<file path="src/design/lcm_pkg.sv">
// Summary of operation
// - loop branch tests selected aux register for zero, branches if nonzero, then decrements
// - only low nine bits of aux registers count; 512 loops maximum
// - load-immediate writes an immediate into the named aux register
// - indirect add uses aux as address, increments it, then switches pointer
// - shared pointer/counter register: access uses current value, branch decrements it
// - multiplier takes two 16-bit operands giving 32-bit product register
// - load-multiplicand copies a memory word into the multiplicand register
// - memory multiply uses memory operand; immediate multiply uses instruction field
// - product transfers load, add or subtract product into accumulator
// - each multiply step is one cycle; 600 ns per multiply-accumulate
// - load-and-accumulate loads multiplicand and adds product in one cycle
// - data move copies word to next higher address, accumulator untouched
// - load-move-accumulate loads multiplicand, moves word up, adds product
// - pointer-load sets aux register pointer from the command's sel bit
// - immediate multiply takes 13-bit signed constant, sign-extended
// - no interrupt in the cycle right after a multiply
// - product register holds its value until the next multiply
package lcm_pkg;
  // ----------------------------------------------------------------
  // constants
  // ----------------------------------------------------------------
  localparam int DW          = 16;
  localparam int AW          = 16;
  localparam int CNT_W       = 9;
  localparam int IMM_W       = 13;
  localparam int CLK_NS      = 10;
  localparam int STEP_CYC    = 1;
  localparam int MAC_NS      = 600;
  localparam int LTA_MAC_NS  = 400;
  localparam logic [15:0] AUX_RST  = 16'h0000;
  localparam logic [31:0] ACC_RST  = 32'h0000_0000;

  // ----------------------------------------------------------------
  // operations
  // ----------------------------------------------------------------
  typedef enum logic [3:0] {
    OP_NOP,
    OP_BRANCH_IF_COUNTER_NONZERO,
    OP_LOAD_AUX_IMMEDIATE,
    OP_LOAD_AUX_POINTER,
    OP_ADD_INDIRECT_INC,
    OP_LOAD_MULTIPLICAND,
    OP_MULTIPLY_MEMORY,
    OP_MULTIPLY_IMMEDIATE,
    OP_PRODUCT_TO_ACCUM,
    OP_ADD_PRODUCT_TO_ACCUM,
    OP_SUBTRACT_PRODUCT_FROM_ACCUM,
    OP_LOAD_AND_ACCUMULATE,
    OP_DATA_SHIFT_MOVE,
    OP_LOAD_MOVE_ACCUMULATE
  } lcm_op_t;

  typedef struct packed {
    lcm_op_t         op;
    logic            indirect;
    logic            sel;
    logic [AW-1:0]   addr;
    logic [15:0]     imm;
  } lcm_cmd_t;

  typedef enum logic [1:0] {
    ST_IDLE,
    ST_EXEC,
    ST_WRITE
  } lcm_state_t;
endpackage

</file>
<file path="src/design/lcm_core.sv">
`timescale 1ns/1ps
module lcm_core
  import lcm_pkg::*;
(
  input  wire logic             mclk,
  input  wire logic             rst,
  input  wire logic             cmd_valid,
  input  wire lcm_cmd_t         cmd,
  output logic                  cmd_ready,
  output logic                  mem_rd,
  output logic [AW-1:0]         mem_addr,
  input  wire logic [DW-1:0]    mem_rdata,
  output logic                  mem_wr,
  output logic [DW-1:0]         mem_wdata,
  output logic                  branch_taken,
  output logic                  done,
  output logic                  int_inhibit,
  output logic                  aux_reg_pointer,
  output logic [15:0]           aux_reg_zero,
  output logic [15:0]           aux_reg_one,
  output logic [DW-1:0]         multiplicand,
  output logic [31:0]           product,
  output logic [31:0]           accum
);
  // ----------------------------------------------------------------
  // state
  // ----------------------------------------------------------------
  lcm_state_t         st_r, st_nxt;
  lcm_cmd_t           c_r, c_nxt;
  logic               ptr_r, ptr_nxt;
  logic [DW-1:0]      t_r, t_nxt;
  logic [31:0]        p_r, p_nxt;
  logic [31:0]        acc_r, acc_nxt;
  logic               rd_r, rd_nxt;
  logic               wr_r, wr_nxt;
  logic [AW-1:0]      ad_r, ad_nxt;
  logic [DW-1:0]      wd_r, wd_nxt;
  logic               bt_r, bt_nxt;
  logic               dn_r, dn_nxt;
  logic               inh_r, inh_nxt;
  logic               rdy_r, rdy_nxt;
  logic               a_ld, a_sel, a_inc, a_dec;
  logic [15:0]        a_val;
  logic [15:0]        ar0, ar1, cur;
  logic [DW-1:0]      op2;

  lcm_aux_unit u_aux (
    .mclk   (mclk),
    .rst    (rst),
    .ld     (a_ld),
    .ld_sel (a_sel),
    .ld_val (a_val),
    .inc    (a_inc),
    .dec    (a_dec),
    .sel    (ptr_r),
    .aux0   (ar0),
    .aux1   (ar1)
  );

  assign cur = ptr_r ? ar1 : ar0;

  function automatic logic uses_mem(input lcm_op_t o);
    return o == OP_ADD_INDIRECT_INC || o == OP_LOAD_MULTIPLICAND ||
           o == OP_MULTIPLY_MEMORY || o == OP_LOAD_AND_ACCUMULATE ||
           o == OP_DATA_SHIFT_MOVE || o == OP_LOAD_MOVE_ACCUMULATE;
  endfunction

  // ----------------------------------------------------------------
  // sequencer and datapath
  // ----------------------------------------------------------------
  always_comb
  begin
    st_nxt  = st_r;
    c_nxt   = c_r;
    ptr_nxt = ptr_r;
    t_nxt   = t_r;
    p_nxt   = p_r;
    acc_nxt = acc_r;
    rd_nxt  = 1'b0;
    wr_nxt  = 1'b0;
    ad_nxt  = ad_r;
    wd_nxt  = wd_r;
    bt_nxt  = 1'b0;
    dn_nxt  = 1'b0;
    inh_nxt = 1'b0;
    rdy_nxt = rdy_r;
    a_ld    = 1'b0;
    a_sel   = 1'b0;
    a_val   = 16'h0000;
    a_inc   = 1'b0;
    a_dec   = 1'b0;
    op2     = mem_rdata;
    case (st_r)
      ST_IDLE:
      begin
        if (cmd_valid && rdy_r)
        begin
          c_nxt   = cmd;
          rdy_nxt = 1'b0;
          if (uses_mem(cmd.op))
          begin
            rd_nxt = 1'b1;
            // current value is the address even if this register also counts
            ad_nxt = (cmd.op == OP_ADD_INDIRECT_INC || cmd.indirect) ? cur : cmd.addr;
          end
          st_nxt = ST_EXEC;
        end
      end
      ST_EXEC:
      begin
        dn_nxt  = 1'b1;
        rdy_nxt = 1'b1;
        st_nxt  = ST_IDLE;
        case (c_r.op)
          OP_BRANCH_IF_COUNTER_NONZERO:
          begin
            bt_nxt = cur[CNT_W-1:0] != 9'h000;
            a_dec  = 1'b1;
          end
          OP_LOAD_AUX_IMMEDIATE:
          begin
            a_ld  = 1'b1;
            a_sel = c_r.sel;
            a_val = c_r.imm;
          end
          OP_LOAD_AUX_POINTER:
            ptr_nxt = c_r.sel;
          OP_ADD_INDIRECT_INC:
          begin
            acc_nxt = acc_r + {{16{mem_rdata[15]}}, mem_rdata};
            a_inc   = 1'b1;
            ptr_nxt = c_r.sel;
          end
          OP_LOAD_MULTIPLICAND:
            t_nxt = mem_rdata;
          OP_MULTIPLY_MEMORY, OP_MULTIPLY_IMMEDIATE:
          begin
            if (c_r.op == OP_MULTIPLY_IMMEDIATE)
              op2 = {{(DW-IMM_W){c_r.imm[IMM_W-1]}}, c_r.imm[IMM_W-1:0]};
            p_nxt   = $signed(t_r) * $signed(op2);
            inh_nxt = 1'b1;
          end
          OP_PRODUCT_TO_ACCUM:
            acc_nxt = p_r;
          OP_ADD_PRODUCT_TO_ACCUM:
            acc_nxt = acc_r + p_r;
          OP_SUBTRACT_PRODUCT_FROM_ACCUM:
            acc_nxt = acc_r - p_r;
          OP_LOAD_AND_ACCUMULATE:
          begin
            t_nxt   = mem_rdata;
            acc_nxt = acc_r + p_r;
          end
          OP_DATA_SHIFT_MOVE, OP_LOAD_MOVE_ACCUMULATE:
          begin
            // the move takes one extra write beat; accumulator only on the combined op
            wr_nxt = 1'b1;
            ad_nxt = ad_r + 16'h0001;
            wd_nxt = mem_rdata;
            dn_nxt = 1'b0;
            rdy_nxt = 1'b0;
            st_nxt = ST_WRITE;
            if (c_r.op == OP_LOAD_MOVE_ACCUMULATE)
            begin
              t_nxt   = mem_rdata;
              acc_nxt = acc_r + p_r;
            end
          end
          default:
          begin
          end
        endcase
      end
      ST_WRITE:
      begin
        dn_nxt  = 1'b1;
        rdy_nxt = 1'b1;
        st_nxt  = ST_IDLE;
      end
      default:
        st_nxt = ST_IDLE;
    endcase
  end

  always_ff @(posedge mclk)
  begin
    if (rst)
    begin
      st_r  <= ST_IDLE;
      c_r   <= '0;
      ptr_r <= 1'b0;
      t_r   <= 16'h0000;
      p_r   <= 32'h0000_0000;
      acc_r <= ACC_RST;
      rd_r  <= 1'b0;
      wr_r  <= 1'b0;
      ad_r  <= 16'h0000;
      wd_r  <= 16'h0000;
      bt_r  <= 1'b0;
      dn_r  <= 1'b0;
      inh_r <= 1'b0;
      rdy_r <= 1'b1;
    end
    else
    begin
      st_r  <= st_nxt;
      c_r   <= c_nxt;
      ptr_r <= ptr_nxt;
      t_r   <= t_nxt;
      p_r   <= p_nxt;
      acc_r <= acc_nxt;
      rd_r  <= rd_nxt;
      wr_r  <= wr_nxt;
      ad_r  <= ad_nxt;
      wd_r  <= wd_nxt;
      bt_r  <= bt_nxt;
      dn_r  <= dn_nxt;
      inh_r <= inh_nxt;
      rdy_r <= rdy_nxt;
    end
  end

  // ----------------------------------------------------------------
  // outputs
  // ----------------------------------------------------------------
  assign cmd_ready       = rdy_r;
  assign mem_rd          = rd_r;
  assign mem_addr        = ad_r;
  assign mem_wr          = wr_r;
  assign mem_wdata       = wd_r;
  assign branch_taken    = bt_r;
  assign done            = dn_r;
  assign int_inhibit     = inh_r;
  assign aux_reg_pointer = ptr_r;
  assign aux_reg_zero    = ar0;
  assign aux_reg_one     = ar1;
  assign multiplicand    = t_r;
  assign product         = p_r;
  assign accum           = acc_r;
endmodule

</file>
<file path="src/design/lcm_aux_unit.sv">
`timescale 1ns/1ps
module lcm_aux_unit
  import lcm_pkg::*;
(
  input  wire logic        mclk,
  input  wire logic        rst,
  input  wire logic        ld,
  input  wire logic        ld_sel,
  input  wire logic [15:0] ld_val,
  input  wire logic        inc,
  input  wire logic        dec,
  input  wire logic        sel,
  output logic [15:0]      aux0,
  output logic [15:0]      aux1
);
  logic [15:0] aux_r [2];
  logic [15:0] aux_nxt [2];

  // ----------------------------------------------------------------
  // nine-bit counting field
  // ----------------------------------------------------------------
  function automatic logic [15:0] step9(input logic [15:0] v, input logic up);
    logic [CNT_W-1:0] low;
    low = up ? v[CNT_W-1:0] + 9'h001 : v[CNT_W-1:0] - 9'h001;
    return {v[15:CNT_W], low};
  endfunction

  genvar g;
  generate
    for (g = 0; g < 2; g++)
    begin : g_aux
      always_comb
      begin
        aux_nxt[g] = aux_r[g];
        if (ld && ld_sel == g[0])
          aux_nxt[g] = ld_val;
        else if (sel == g[0] && (inc || dec))
          aux_nxt[g] = step9(aux_r[g], inc);
      end
      always_ff @(posedge mclk)
      begin
        if (rst)
          aux_r[g] <= AUX_RST;
        else
          aux_r[g] <= aux_nxt[g];
      end
    end
  endgenerate

  assign aux0 = aux_r[0];
  assign aux1 = aux_r[1];
endmodule

</file>
<file path="config.mk">
export PLATFORM = sky130hd
export DESIGN_NAME = lcm_core
export DESIGN_NICKNAME = d
export VERILOG_FILES = /design/src/design/lcm_pkg.sv /design/src/design/lcm_core.sv /design/src/design/lcm_aux_unit.sv
export SDC_FILE = /design/constraint.sdc
export NUM_CORES = 1
export LEC_CHECK = 0
export BUFFER_PORTS_ARGS = -buffer_cell sky130_fd_sc_hd__buf_4
export CAP_MARGIN = 20
export CORE_MARGIN = 1.5
export CORE_UTILIZATION = 40
export CTS_CLUSTER_DIAMETER = 40
export CTS_CLUSTER_SIZE = 12
export DETAILED_ROUTE_END_ITERATION = 12
export HOLD_SLACK_MARGIN = 0.08
export PLACE_DENSITY_LB_ADDON = 0.25
export REMOVE_ABC_BUFFERS = 1
export SETUP_SLACK_MARGIN = 0.3
export SLEW_MARGIN = 20
export SYNTH_ARGS = -nofsm -noshare
export SYNTH_HDL_FRONTEND = slang
export SYNTH_SLANG_ARGS = --single-unit
</file>
<file path="constraint.sdc">
create_clock -name mclk -period 15.2 [get_ports mclk]
set_input_delay 1.52 -clock mclk [delete_from_list [all_inputs] [get_ports mclk]]
set_output_delay 1.52 -clock mclk [all_outputs]
set_load 0.02 [all_outputs]
</file>
==> results.json, run 1 <==
{
  "start_util_pct": 40.54,
  "grt_pass1_wl_mm": 101.4,
  "dieHeight_um": 228.5,
  "yosys.cell_types.count": 64,
  "reg2reg_from": "c_r[37]",
  "pre_cts_slack_ns": 6.794,
  "cts.path.max_buffers": 2,
  "holdCritStartpoint": "mem_wdata[8]",
  "drive_gt1_share_pct": 10.88,
  "wl_per_cell_um": 19.04,
  "ir_drop_uv": 82.42,
  "critPathLaunch": "c_r[37]",
  "mostFrequentLayoutCells": "nand2_1 (394), inv_1 (328), fa_1 (265)",
  "io_pins": 208,
  "async_flop_share_pct": 0,
  "cpPeakStageDelay_ns": 0.79,
  "drv_slew": 0,
  "period_minus_slack_ns": 8.292,
  "grt_pass1_vias": 18240,
  "n_antenna_cell": 0,
  "cts.repair.resized": 0,
  "path_class": "flip-flop to flip-flop",
  "nNetsFinal": 3088,
  "grt_max_degree": 94,
  "crit_buf_inv": 6,
  "cts_root_buf": "clkbuf_16",
  "numCtsBuffers": 17,
  "worst_ep_required_time_ns": 15.56,
  "cp_common_cell": "fa_1",
  "drt_iter0_drc": 1366,
  "outcome": "finished clean",
  "grt_antenna_before_repair": 1,
  "synth_area_um2": 20340,
  "synth_compound_area_share_pct": 14.74,
  "overflow": 0,
  "drc": 0,
  "ys_seq_area_share_pct": 17.13,
  "worst_slack_ns": 6.908,
  "endpoint_kind": "flip-flop",
  "final_cells": 3318,
  "dp_hpwl_mm": 49.03,
  "die_x_um": 228.5,
  "synthFlopType": "dfxtp_1",
  "cts_sinks": 174,
  "grt_use_total_pct": 24.41,
  "cpLargestDelayFamily": "adder cells",
  "gp_congestion": 0.9324,
  "die_area_um2": 52210,
  "worst_clock_skew_ns": 0.01667,
  "final_util_pct": 46.10,
  "dr.pass1.iters": 7,
  "p_leak_nw": 10.89,
  "crit_path_max_fanout": 18,
  "drt-met1-wl_mm": 28.02,
  "finalPower_mw": 1.197,
  "dr.max_layer_used": "met4",
  "fin_tns_setup_ns": 0,
  "insertion_delay_ns": 0.45,
  "syn_inst": 2507,
  "max_freq_mhz": 120.6,
  "synthXorXnorAreaFrac_pct": 3.057,
  "finalHoldViolCount": 0,
  "viasPerCell": 5.433,
  "ant_nets": 0,
  "crit_cells": 27,
  "fin_crit_sh_pct": 54.55,
  "vias": 18030,
  "cts_tree": "yes",
  "ff2ff_setup_slack_ns": 6.91,
  "fp.coreArea_um2": 50170,
  "synthAdderAreaFrac_pct": 34.26,
  "dp.cells": 3286,
  "syn2layout_area_growth_pct": 13.72,
  "min_delay_path_depth": 2,
  "synth_edf_count": 0,
  "hold_path_class": "flip-flop to flip-flop",
  "rows": 82,
  "arrival_ns": 8.65,
  "io_buffers": 207,
  "powerDensity_nw_per_um2": 51.76,
  "critical-path-slowest-cell": "a311oi_1",
  "synth_top_family_by_area": "adder cells",
  "cts.clk_slew.worst_paths_ns": 0.08,
  "maxCapViolations": 0,
  "setup_viol": 0,
  "muxShareOfSynthArea_pct": 1.919,
  "cts-htree-levels": 4,
  "rsz0062_at_grt": "false",
  "routed-wl-met2_mm": 30.02,
  "worstMarginPinSlew_ns": 1.057,
  "final_common_cell": "nand2_1",
  "reg2reg_depth": 27,
  "synth.avg_cell_area_um2": 8.113,
  "num-fill-cells": 4922,
  "yosysWarningCount": 0,
  "max_slew_margin_pct": 29.43,
  "ctsHoldBuffers": 0,
  "synth-seq-cells": 174,
  "yosys.area_share.simple_pct": 20.43,
  "wl_met3_mm": 3.306,
  "worst_setup_path_start_kind": "flip-flop",
  "post-cts-setup-buffers": 0,
  "wl_mm": 63.19
}
worst min-delay path, cell delays in order (launching register included):
cell     delay (ns)
dfxtp_1        0.31
nand2_1        0.05
a21oi_1        0.05
cell families (layout without fill, tap and decap cells):
logic type	after synthesis	count (layout)
adders and majority gates	398	398
xor gates and xnor gates	71	71
buffers and inverters	456	595
muxes	39	39
AOI/OAI and AO/OA	476	476
and+or+nand+nor	893	893
DFF	174	174
Yosys cell counts (all sizes together), types with 16 or more instances:
cell | instances | area, um^2
nor2b | 79 | 494.2
xnor2 | 50 | 437.9
ha | 133 | 1664
nand2 | 394 | 1479
inv | 328 | 1231
fa | 265 | 5305
clkbuf | 117 | 440.4
nand2b | 17 | 106.4
a311oi | 16 | 140.1
or3 | 17 | 111.4
and3 | 17 | 106.4
a211oi | 25 | 187.7
a21oi | 182 | 910.9
a221o | 22 | 220.2
nor3 | 35 | 175.2
nand3 | 34 | 170.2
xor2 | 21 | 183.9
o21ai | 87 | 435.4
and2 | 63 | 394.1
mux2i | 39 | 390.4
a22oi | 19 | 142.6
dfxtp | 174 | 3483
a21o | 39 | 292.8
nor2 | 176 | 663.1
worst paths after layout:
check	to
max reg2reg	product[31]
min	mem_wdata[8]
max	product[31]
min reg2reg	mem_wdata[8]
per-stage QoR:
stage                     hold slack (ns)  area (um^2)
after floorplan                    0.4393        19850
after global placement             0.4423        22470
after detailed placement           0.4491        22470
after CTS                          0.4603        23120
after global routing               0.4854        23130
final                              0.4589        23130
sequential cells by signal, summed over array words and instances (netlist names):
name	cells
done	1
st_r	2
branch_taken	1
c_r	21
multiplicand	16
mem_addr	16
int_inhibit	1
cmd_ready	1
accum	32
u_aux.aux_r	32
aux_reg_pointer	1
mem_wdata	16
mem_rd	1
mem_wr	1
product	32
power breakdown:
part / switching, mW / internal (mW) / total, mW
clock: 0.223 / 0.255 / 0.478
sequential: 0.0172 / 0.467 / 0.484
combinational: 0.146 / 0.0894 / 0.235
final cells by class:
cell class	count	area, um^2	share of cell area (%)
Multi-Input combinational cell	1877	15160	65.56
Clock inverter	15	221.5	0.9575
Clock buffer	17	425.4	1.839
Sequential cell	174	3483	15.06
Timing Repair Buffer	234	1760	7.611
Inverter	329	1235	5.339
Tap cell	672	840.8	3.635
layer usage:
layer	global-route usage, %	vias to the layer above
li1	-	8458
met1	32.63	8925
met2	41.04	544
met3	2.745	99
met4	8.175	0
met5	0	-
Power figures use the tool's default switching activity.
==> run 2, diff against run 1 <==
clock period = 8.6 ns   (was 15.2 ns; I/O delays follow)
==> run 2 against run 1 <==
Count of clock-buffer cells in the layout rose by 1. Final area fell by 0.27%. Core utilization fell by 0.12 points. Combinational power rose by 77%. Global-route usage fell by 0.30 points. Non-clock buffer count rose by 2. Hold slack got worse by 0.0019 ns. Largest cell class unchanged.
==> results.json, run 2 (synthesis results as in run 1) <==
{
  "outcome": "finished clean",
  "grt.busiest_layer": "met2",
  "hold_path_class": "flip-flop to flip-flop",
  "ctsHoldBuffers": 0,
  "gp_congestion": 0.9062,
  "cts_root_buf": "clkbuf_16",
  "period_minus_slack_ns": 7.585,
  "worst_ep_required_time_ns": 8.96,
  "dieHeight_um": 228.5,
  "ant_nets": 0,
  "grt_pass1_wl_mm": 100.2,
  "finalHoldViolCount": 0,
  "syn2layout_area_growth_pct": 13.42,
  "endpoint_kind": "flip-flop",
  "start_util_pct": 40.54,
  "grt_antenna_before_repair": 0,
  "rows": 82,
  "cts-htree-levels": 4,
  "grt_use_met2_pct": 40.57,
  "mostFrequentLayoutCells": "nand2_1 (389), inv_1 (328), fa_1 (265)",
  "fp.coreArea_um2": 50170,
  "grt_max_degree": 102,
  "n_antenna_cell": 0,
  "cts_tree": "yes",
  "die_area_um2": 52210,
  "vias": 18050,
  "critPathLaunch": "c_r[35]",
  "cts.path.max_buffers": 2,
  "met3_usage_pct": 3.194,
  "max_slew_margin_pct": 26.65,
  "die_x_um": 228.5,
  "cts.clk_slew.worst_paths_ns": 0.07,
  "drv_slew": 0,
  "fin_crit_sh_pct": 88.20,
  "dp_hpwl_mm": 48.85,
  "io_buffers": 207,
  "wl_mm": 62.98,
  "viasPerCell": 5.437,
  "dr.pass1.iters": 7,
  "rsz0062_at_grt": "false",
  "nNetsFinal": 3090,
  "grtUsageMet1_pct": 31.51,
  "arrival_ns": 7.95,
  "grt_pass1_vias": 18140,
  "grt_use_total_pct": 24.12,
  "drt_iter0_drc": 1260,
  "final_common_cell": "nand2_1",
  "ir_drop_uv": 143.8,
  "p_leak_nw": 10.86,
  "reg2reg_from": "c_r[35]",
  "wl_per_cell_um": 18.97,
  "io_pins": 208,
  "overflow": 0,
  "drc": 0,
  "powerDensity_nw_per_um2": 88.18,
  "drive_gt1_share_pct": 11.07,
  "path_class": "flip-flop to flip-flop",
  "maxCapViolations": 0,
  "numCtsBuffers": 17,
  "insertion_delay_ns": 0.45,
  "setup_viol": 0,
  "fin_tns_setup_ns": 0,
  "worst_setup_path_start_kind": "flip-flop",
  "worst_clock_skew_ns": 0.01201,
  "finalPower_mw": 2.034,
  "holdCritStartpoint": "mem_wdata[8]",
  "crit_path_max_fanout": 16,
  "max_freq_mhz": 131.8,
  "worstMarginPinSlew_ns": 1.096,
  "cts_sinks": 174
}
## run 2: cell types whose count changed in the layout (fill, tap and decap cells not counted), moves of 3 or more
cell / delta
nand2_1: -5
clkinv_2: +3
nand2_2: +5
clkinv_8: -5
## run 2: final timing paths
path,end,cells past startpoint,slack [ns]
worst max-delay path,product[31],25,1.01
worst min-delay path,mem_wdata[8],2,0.46
worst max register to register,product[31],25,1.01
worst min register to register,mem_wdata[8],2,0.46
## run 2: through the flow
| stage | setup WS [ns] | cells | hold slack, ns | util [%] | cell area [um^2] |
|---|---|---|---|---|---|
| 4_1_cts | 0.6407 | 3315 | 0.4577 | 45.88 | 23020 |
| 3_5_place_dp | 0.6960 | 3284 | 0.4466 | 44.76 | 22460 |
| 6_report | 1.015 | 3319 | 0.4570 | 45.98 | 23070 |
| 5_1_grt | 0.5922 | 3319 | 0.4828 | 45.98 | 23070 |
| 2_1_floorplan | 1.045 | 2380 | 0.4393 | - | 19850 |
| 3_3_place_gp | 0.8528 | 3284 | 0.4442 | 44.76 | 22460 |
## run 2: area by class of cell
class	count	area [um^2]
fillers	4962	27100
multi-input cells	1877	15170
flip-flops and latches	174	3483
repair buffers	236	1779
inverters	329	1235
well taps	672	840.8
clock buffers	18	429.2
clock inverters	13	130.1
## run 2: where the power goes
| group | switching (mW) | internal (mW) |
|---|---|---|
| sequential | 0.0300 | 0.826 |
| combinational | 0.259 | 0.158 |
| clock | 0.357 | 0.404 |
| total | 0.646 | 1.39 |
## run 2: critical path, cell delays in order, from the launching register on
cell and delay, ns:
dfxtp_1 0.61, nand4b_1 0.16, buf_4 0.19, buf_4 0.18
nand2_1 0.07, nand2_1 0.32, and2_1 0.32, fa_1 0.72
fa_1 0.52, fa_1 0.51, fa_1 0.53, fa_1 0.49
inv_1 0.05, fa_1 0.47, inv_1 0.04, ha_1 0.35
a21o_1 0.21, a21o_1 0.17, a21oi_1 0.29, o21a_1 0.20
nand3_1 0.08, a31o_2 0.26, a41o_1 0.22, a21o_1 0.18
xnor2_1 0.12, a211oi_1 0.22
## run 2: repair_timing
item	CTS	global route
setup buffers	0	3
resized for setup	0	5
setup endpoints to repair	0	3
## run 2: routing by layer
layer / up-vias / part of all wire [%]
li1: 8452 / -
met1: 8914 / 44
met2: 551 / 47
met3: 128 / 5.3
met4: 0 / 3.7
met5: - / 0
